==> config.mk <==
export PLATFORM = sky130hd
export DESIGN_NAME = glitchless_clock_select_fanout
export DESIGN_NICKNAME = d
export VERILOG_FILES = /design/src/clk_sel_pkg.sv /design/src/glitchless_clock_select_fanout.sv /design/src/pin_sync.sv
export SDC_FILE = /design/constraint.sdc
export NUM_CORES = 1
export LEC_CHECK = 0
export ABC_AREA = 1
export BUFFER_PORTS_ARGS = -buffer_cell sky130_fd_sc_hd__clkbuf_2
export CAP_MARGIN = 20
export CORE_ASPECT_RATIO = 1.2
export CORE_UTILIZATION = 40
export CTS_CLUSTER_DIAMETER = 100
export DETAILED_ROUTE_END_ITERATION = 16
export HOLD_SLACK_MARGIN = 0.15
export MAX_ROUTING_LAYER = met4
export SETUP_SLACK_MARGIN = 0.3
export SLEW_MARGIN = 40
export SYNTH_ARGS = -nofsm -noshare
export SYNTH_HDL_FRONTEND = slang
export SYNTH_HIERARCHICAL = 1
export SYNTH_SLANG_ARGS = --single-unit
==> constraint.sdc <==
create_clock -name core_clk_in -period 1.48 [get_ports core_clk_in]
set_input_delay 0.074 -clock core_clk_in [delete_from_list [all_inputs] [get_ports core_clk_in]]
set_output_delay 0.074 -clock core_clk_in [all_outputs]
set_load 0.02 [all_outputs]
==> src/clk_sel_pkg.sv <==
package clk_sel_pkg;
	// ------------------------------------------------------------
	// switchover timing and reset values
	// ------------------------------------------------------------
	localparam int         SWITCH_CYC_MAX = 3;
	localparam int         CNT_W          = 2;
	localparam logic [1:0] CNT_RST        = 2'h0;
	localparam logic       SRC_RST        = 1'h1;
	localparam logic       EN_RST         = 1'h0;
	localparam logic       OUT_RST        = 1'h0;
	localparam int         SYNC_W         = 6;

	typedef enum logic [1:0] {
		ST_RUN,
		ST_DISABLE_OLD,
		ST_ENABLE_NEW
	} sw_state_t;
endpackage

==> src/glitchless_clock_select_fanout.sv <==
// Overview of operation
// - choice high routes first clock input, low routes second clock input.
// - on choice change, force outputs low at the first low level of the old clock.
// - then hold low until one new-clock rising edge, then run from new input at its next low.
// - force-switch rising edge completes selection at once, even with dead old clock.
// - hold control low lets outputs toggle once a switchover or force-switch has enabled them after reset; high forces outputs to idle level.
// - idle level high: true high, complement low; low: true low, complement high.
// - sleep_n low: stop switching and pull true and complement outputs high.
// - the one selected clock drives both output pairs, true and complement.
module glitchless_clock_select_fanout
	import clk_sel_pkg::*;
(
	input  wire logic core_clk_in,
	input  wire logic arst_n_in,
	input  wire logic clk_in_one_in,
	input  wire logic clk_in_two_in,
	input  wire logic clk_choice_in,
	input  wire logic force_switch_in,
	input  wire logic gate_n_in,
	input  wire logic idle_level_in,
	input  wire logic sleep_n_in,
	output logic      clk_out_one_out,
	output logic      clk_out_one_n_out,
	output logic      clk_out_two_out,
	output logic      clk_out_two_n_out,
	output logic      switching_out
);
	import clk_sel_pkg::*;

	// ------------------------------------------------------------
	// elaboration checks
	// ------------------------------------------------------------
	if (SWITCH_CYC_MAX >= (1 << CNT_W)) begin : g_cnt_chk
		$error("switch counter too narrow for the cycle bound");
	end

	// ------------------------------------------------------------
	// pin synchronisers
	// ------------------------------------------------------------
	logic [SYNC_W-1:0] pins_s;
	logic              one_s;
	logic              two_s;
	logic              choice_s;
	logic              force_s;
	logic              gate_n_s;
	logic              idle_s;
	logic              sleep_n_s;

	pin_sync #(
		.W (SYNC_W)
	) u_sync (
		.core_clk_in (core_clk_in),
		.arst_n_in   (arst_n_in),
		.pin_in      ({clk_in_one_in, clk_in_two_in, clk_choice_in,
		               force_switch_in, gate_n_in, idle_level_in}),
		.sync_out    (pins_s)
	);

	logic [1:0] sleep_meta_r;

	always_ff @(posedge core_clk_in or negedge arst_n_in) begin
		if (!arst_n_in) begin
			sleep_meta_r <= 2'h0;
		end else begin
			sleep_meta_r <= {sleep_meta_r[0], sleep_n_in};
		end
	end

	assign {one_s, two_s, choice_s, force_s, gate_n_s, idle_s} = pins_s;
	assign sleep_n_s = sleep_meta_r[1];

	// ------------------------------------------------------------
	// helpers
	// ------------------------------------------------------------
	function automatic logic pick(input logic src, input logic a, input logic b);
		pick = src ? a : b;
	endfunction

	// ------------------------------------------------------------
	// switchover state machine
	// ------------------------------------------------------------
	sw_state_t        state_r;
	sw_state_t        state_nxt;
	logic             src_r;
	logic             src_nxt;
	logic             en_r;
	logic             en_nxt;
	logic [CNT_W-1:0] cnt_r;
	logic [CNT_W-1:0] cnt_nxt;
	logic             one_d_r;
	logic             two_d_r;
	logic             force_d_r;
	logic             old_clk;
	logic             old_d;
	logic             new_clk;
	logic             new_d;
	logic             force_rise;

	assign old_clk    = pick(src_r, one_s, two_s);
	assign old_d      = pick(src_r, one_d_r, two_d_r);
	assign new_clk    = pick(src_r, one_s, two_s);
	assign new_d      = pick(src_r, one_d_r, two_d_r);
	assign force_rise = force_s && !force_d_r;

	always_comb begin
		state_nxt = state_r;
		src_nxt   = src_r;
		en_nxt    = en_r;
		cnt_nxt   = cnt_r;
		if (!sleep_n_s) begin
			state_nxt = state_r;
		end else if (force_rise) begin
			state_nxt = ST_RUN;
			src_nxt   = choice_s;
			en_nxt    = 1'h1;
			cnt_nxt   = CNT_RST;
		end else begin
			case (state_r)
				ST_RUN: begin
					if (choice_s != src_r) begin
						state_nxt = ST_DISABLE_OLD;
						cnt_nxt   = CNT_RST;
					end
				end
				ST_DISABLE_OLD: begin
					if (!old_clk) begin
						en_nxt    = 1'h0;
						src_nxt   = choice_s;
						state_nxt = ST_ENABLE_NEW;
						cnt_nxt   = CNT_RST;
					end
				end
				ST_ENABLE_NEW: begin
					if (new_clk && !new_d && int'(cnt_r) < SWITCH_CYC_MAX) begin
						cnt_nxt = cnt_r + CNT_W'(1);
					end
					if (!new_clk && cnt_r != CNT_RST) begin
						en_nxt    = 1'h1;
						state_nxt = ST_RUN;
					end
				end
				default: begin
					state_nxt = ST_RUN;
				end
			endcase
		end
	end

	always_ff @(posedge core_clk_in or negedge arst_n_in) begin
		if (!arst_n_in) begin
			state_r   <= ST_RUN;
			src_r     <= SRC_RST;
			en_r      <= EN_RST;
			cnt_r     <= CNT_RST;
			one_d_r   <= 1'h0;
			two_d_r   <= 1'h0;
			force_d_r <= 1'h0;
		end else begin
			state_r   <= state_nxt;
			src_r     <= src_nxt;
			en_r      <= en_nxt;
			cnt_r     <= cnt_nxt;
			one_d_r   <= one_s;
			two_d_r   <= two_s;
			force_d_r <= force_s;
		end
	end

	// ------------------------------------------------------------
	// switchover status
	// ------------------------------------------------------------
	logic busy_r;
	logic busy_nxt;

	assign busy_nxt = state_nxt != ST_RUN;

	always_ff @(posedge core_clk_in or negedge arst_n_in) begin
		if (!arst_n_in) begin
			busy_r <= 1'h0;
		end else begin
			busy_r <= busy_nxt;
		end
	end

	// ------------------------------------------------------------
	// output gating and fanout
	// ------------------------------------------------------------
	logic q_r;
	logic q_nxt;
	logic qn_r;
	logic qn_nxt;
	logic run_clk;

	assign run_clk = pick(src_r, one_s, two_s) && en_r;

	always_comb begin
		if (!sleep_n_s) begin
			q_nxt  = 1'h1;
			qn_nxt = 1'h1;
		end else if (gate_n_s) begin
			q_nxt  = idle_s;
			qn_nxt = !idle_s;
		end else begin
			q_nxt  = run_clk;
			qn_nxt = !run_clk;
		end
	end

	always_ff @(posedge core_clk_in or negedge arst_n_in) begin
		if (!arst_n_in) begin
			q_r  <= OUT_RST;
			qn_r <= !OUT_RST;
		end else begin
			q_r  <= q_nxt;
			qn_r <= qn_nxt;
		end
	end

	assign clk_out_one_out   = q_r;
	assign clk_out_one_n_out = qn_r;
	assign clk_out_two_out   = q_r;
	assign clk_out_two_n_out = qn_r;
	assign switching_out     = busy_r;
endmodule

==> src/pin_sync.sv <==
module pin_sync #(
	parameter int W = 1
) (
	input  wire logic         core_clk_in,
	input  wire logic         arst_n_in,
	input  wire logic [W-1:0] pin_in,
	output logic      [W-1:0] sync_out
);
	// ------------------------------------------------------------
	// two-stage synchroniser
	// ------------------------------------------------------------
	logic [W-1:0] meta_r;
	logic [W-1:0] sync_r;

	if (W < 1) begin : g_w_chk
		$error("pin_sync: W must be at least 1");
	end

	always_ff @(posedge core_clk_in or negedge arst_n_in) begin
		if (!arst_n_in) begin
			meta_r <= '0;
			sync_r <= '0;
		end else begin
			meta_r <= pin_in;
			sync_r <= meta_r;
		end
	end

	assign sync_out = sync_r;
endmodule

==> flow_summary.toml <==
[yosys]
synth_warnings = 6
synth.distinct_cells = 18
syn_avg_cell_area_um2 = 10.3
synth_top_area_share_pct = 60.7
syn_nets = 107
ys_top_cells_by_area = "dfrtp_1 61%, nand2_1 11%, dfstp_2 5.3%"
synth_area_leader_cell = "dfrtp_1"
syn_area_um2 = 990
seq_area_frac_synth_pct = 66.0
ys_seq_elements = 26
syn_inst = 96

[sta]
period_needed_ns = 1.27
setup_viol = 0
worst_pin_slew_ns = 0.595
hold_slack_ns = 0.291
hold_viol = 0
drv_slew = 0
rsz0062_at_grt = "true"
maxSlewHeadroom_pct = 60.3
fmax_mhz = 785
tns_ns = 0
setup_ws_ns = 0.206
skew_ns = 0.00568
fin_crit_sh_pct = 86.1

[setup_path]
reg2reg_to = "cnt_r[1]$_DFFE_PN0P_"
r2r_slack_ns = 0.21
worstSetupEndpointType = "flip-flop"
cp_data_arrival_time_ns = 1.49
cp-start-kind = "flip-flop"
path_class = "flip-flop to flip-flop"
crit_path_start = "src_r$_DFFE_PN1P_"
crit_end = "cnt_r[1]$_DFFE_PN0P_"
crit_fanout = 8
worstRegToRegCells = 9
worst-endpoint-required_ns = 1.69
reg2reg_from = "src_r$_DFFE_PN1P_"

[placement]
pre_cts_slack_ns = 0.227
dp.cells = 138
hpwl_um = 1030
placed_area_um2 = 1080
place_congestion = 0.804
io_buffers = 13

[pwr]
powerDensity_nw_per_um2 = 1520
irDropWorstVdd_mv = 0.964
leakage_nw = 0.624
finalPower_mw = 1.85

[clock_network]
clock_sinks = 26
clock-root-buffer = "clkbuf_4"
htree_levels = 1
clock_latency_ns = 0.30
post_cts_buffers = 0
cts_buffers = 3
cts_tree = "done"
path_clk_slew_ns = 0.13
clk_path_buf_depth = 2

[global_routing]
grt_pass1_wl_um = 2640
grt_max_degree = 27
antenna_found_initial = 0
first_global_vias = 657
grt_use_total_pct = 14.2
overflow = 0

[die]
fp.coreArea_um2 = 2310
die_h_um = 56.5
rows = 19
io_pins = 14
start_util_pct = 42.9
chipWidth_um = 47.4
dieArea_um2 = 2680

[flow_run]
max_cap_viol_count = 0

[routing]
vias = 680
drc = 0
antenna_left = 0
viasPerCell = 4.53
drtIter0Drc = 3
wl_per_cell_um = 9.98
totalWireLength_um = 1500
first_pass_iters = 3

[hold_path]
holdCritPathClass = "primary input to async pin"

[layout]
fin_util_pct = 52.8
final_cell_mix = "25 x nand2_1, 24 x dfrtp_1, 13 x inv_1, 13 x clkbuf_2, 8 x dlygate4sd3_1"
fill_cells = 214
drive_gt1_share_pct = 26.1
final_cells = 150
mostFrequentLayoutCell = "nand2_1"
final_area_um2 = 1220
antennaDiodeCount = 0
area_delta_synth_final_pct = 23.1
finalNetCount = 131

[run_status]
status = "finished, final reports clean"
-- critical path, stage by stage, from the launching register on --
cell and delay, ns:
dfstp_2 0.61, inv_2 0.05, nand2_2 0.07, nand2_4 0.07
nand2_2 0.07, nand2_2 0.06, nand3_4 0.09, nand2_2 0.06
nand2_1 0.06, nand2_1 0.05
-- logic make-up after synthesis --
kind of cell	synth area share, %
buf+inv	6.83
compound gates	3.29
simple gates	21.4
fa+ha+maj	2.53
flops	66.0
-- final cells by class --
class | count | area (um^2) | area share, %
clock buffer | 4 | 36.3 | 2.98
inverter | 14 | 52.6 | 4.31
multi-input combinational | 54 | 293 | 24.0
sequential | 26 | 653 | 53.6
tap | 31 | 38.8 | 3.18
timing repair buffer | 21 | 145 | 11.9
-- synthesized netlist by cell type (all sizes together) --
cell type / instances
o21ai: 2
ha: 2
nand3: 5
or2: 1
buf: 2
nor3: 1
nor2: 5
nand2: 33
nand4: 2
dfrtp: 24
inv: 14
o31ai: 2
dfstp: 2
o21bai: 1
-- layer usage --
layer  vias to the layer above  GRT usage (%)  part of all wire, %
met5                         -              -                    0
met4                         0           4.90                 0.87
met3                         2           2.89                  2.5
met2                        12           21.3                   53
met1                       325           18.8                   44
li1                        341              -                    -
-- report_power, final --
group | total (mW) | internal [mW] | switching, mW | leakage, nW
sequential | 0.922 | 0.834 | 0.0886 | 0.306
clock | 0.334 | 0.150 | 0.184 | 0.0210
combinational | 0.596 | 0.228 | 0.368 | 0.297
total | 1.85 | 1.21 | 0.641 | 0.624
-- state kept, by name, summed over array words and instances, names as in the netlist --
name               count
cnt_r                  2
src_r                  1
one_d_r                1
en_r                   1
u_sync/meta_r          6
sleep_meta_r           2
force_d_r              1
u_sync/sync_out        6
clk_out_one_n_out      1
switching_out          1
clk_out_one_out        1
two_d_r                1
state_r                2
-- repair_timing --
action | CTS | global route
pin swaps | 0 | 2
hold buffers | 8 | 0
endpoints found under the hold margin | 33 | 0
endpoints found under the setup margin | 7 | 9
resized for setup | 2 | 6
cloned | 0 | 0
-- worst min-delay path by stage --
stage	from	endpoint	slack, ns	depth (start not counted)
6_report	arst_n_in	u_sync/meta_r[2]$_DFF_PN0_	0.29	2
3_5_place_dp	arst_n_in	switching_out$_DFF_PN0_	0.11	1
3_3_place_gp	arst_n_in	u_sync/meta_r[2]$_DFF_PN0_	0.11	1
4_1_cts	arst_n_in	u_sync/meta_r[2]$_DFF_PN0_	0.30	2
2_1_floorplan	arst_n_in	clk_out_one_out$_DFF_PN0_	-0.22	0
5_1_grt	arst_n_in	switching_out$_DFF_PN0_	0.34	2
Power figures use the tool's default switching activity.
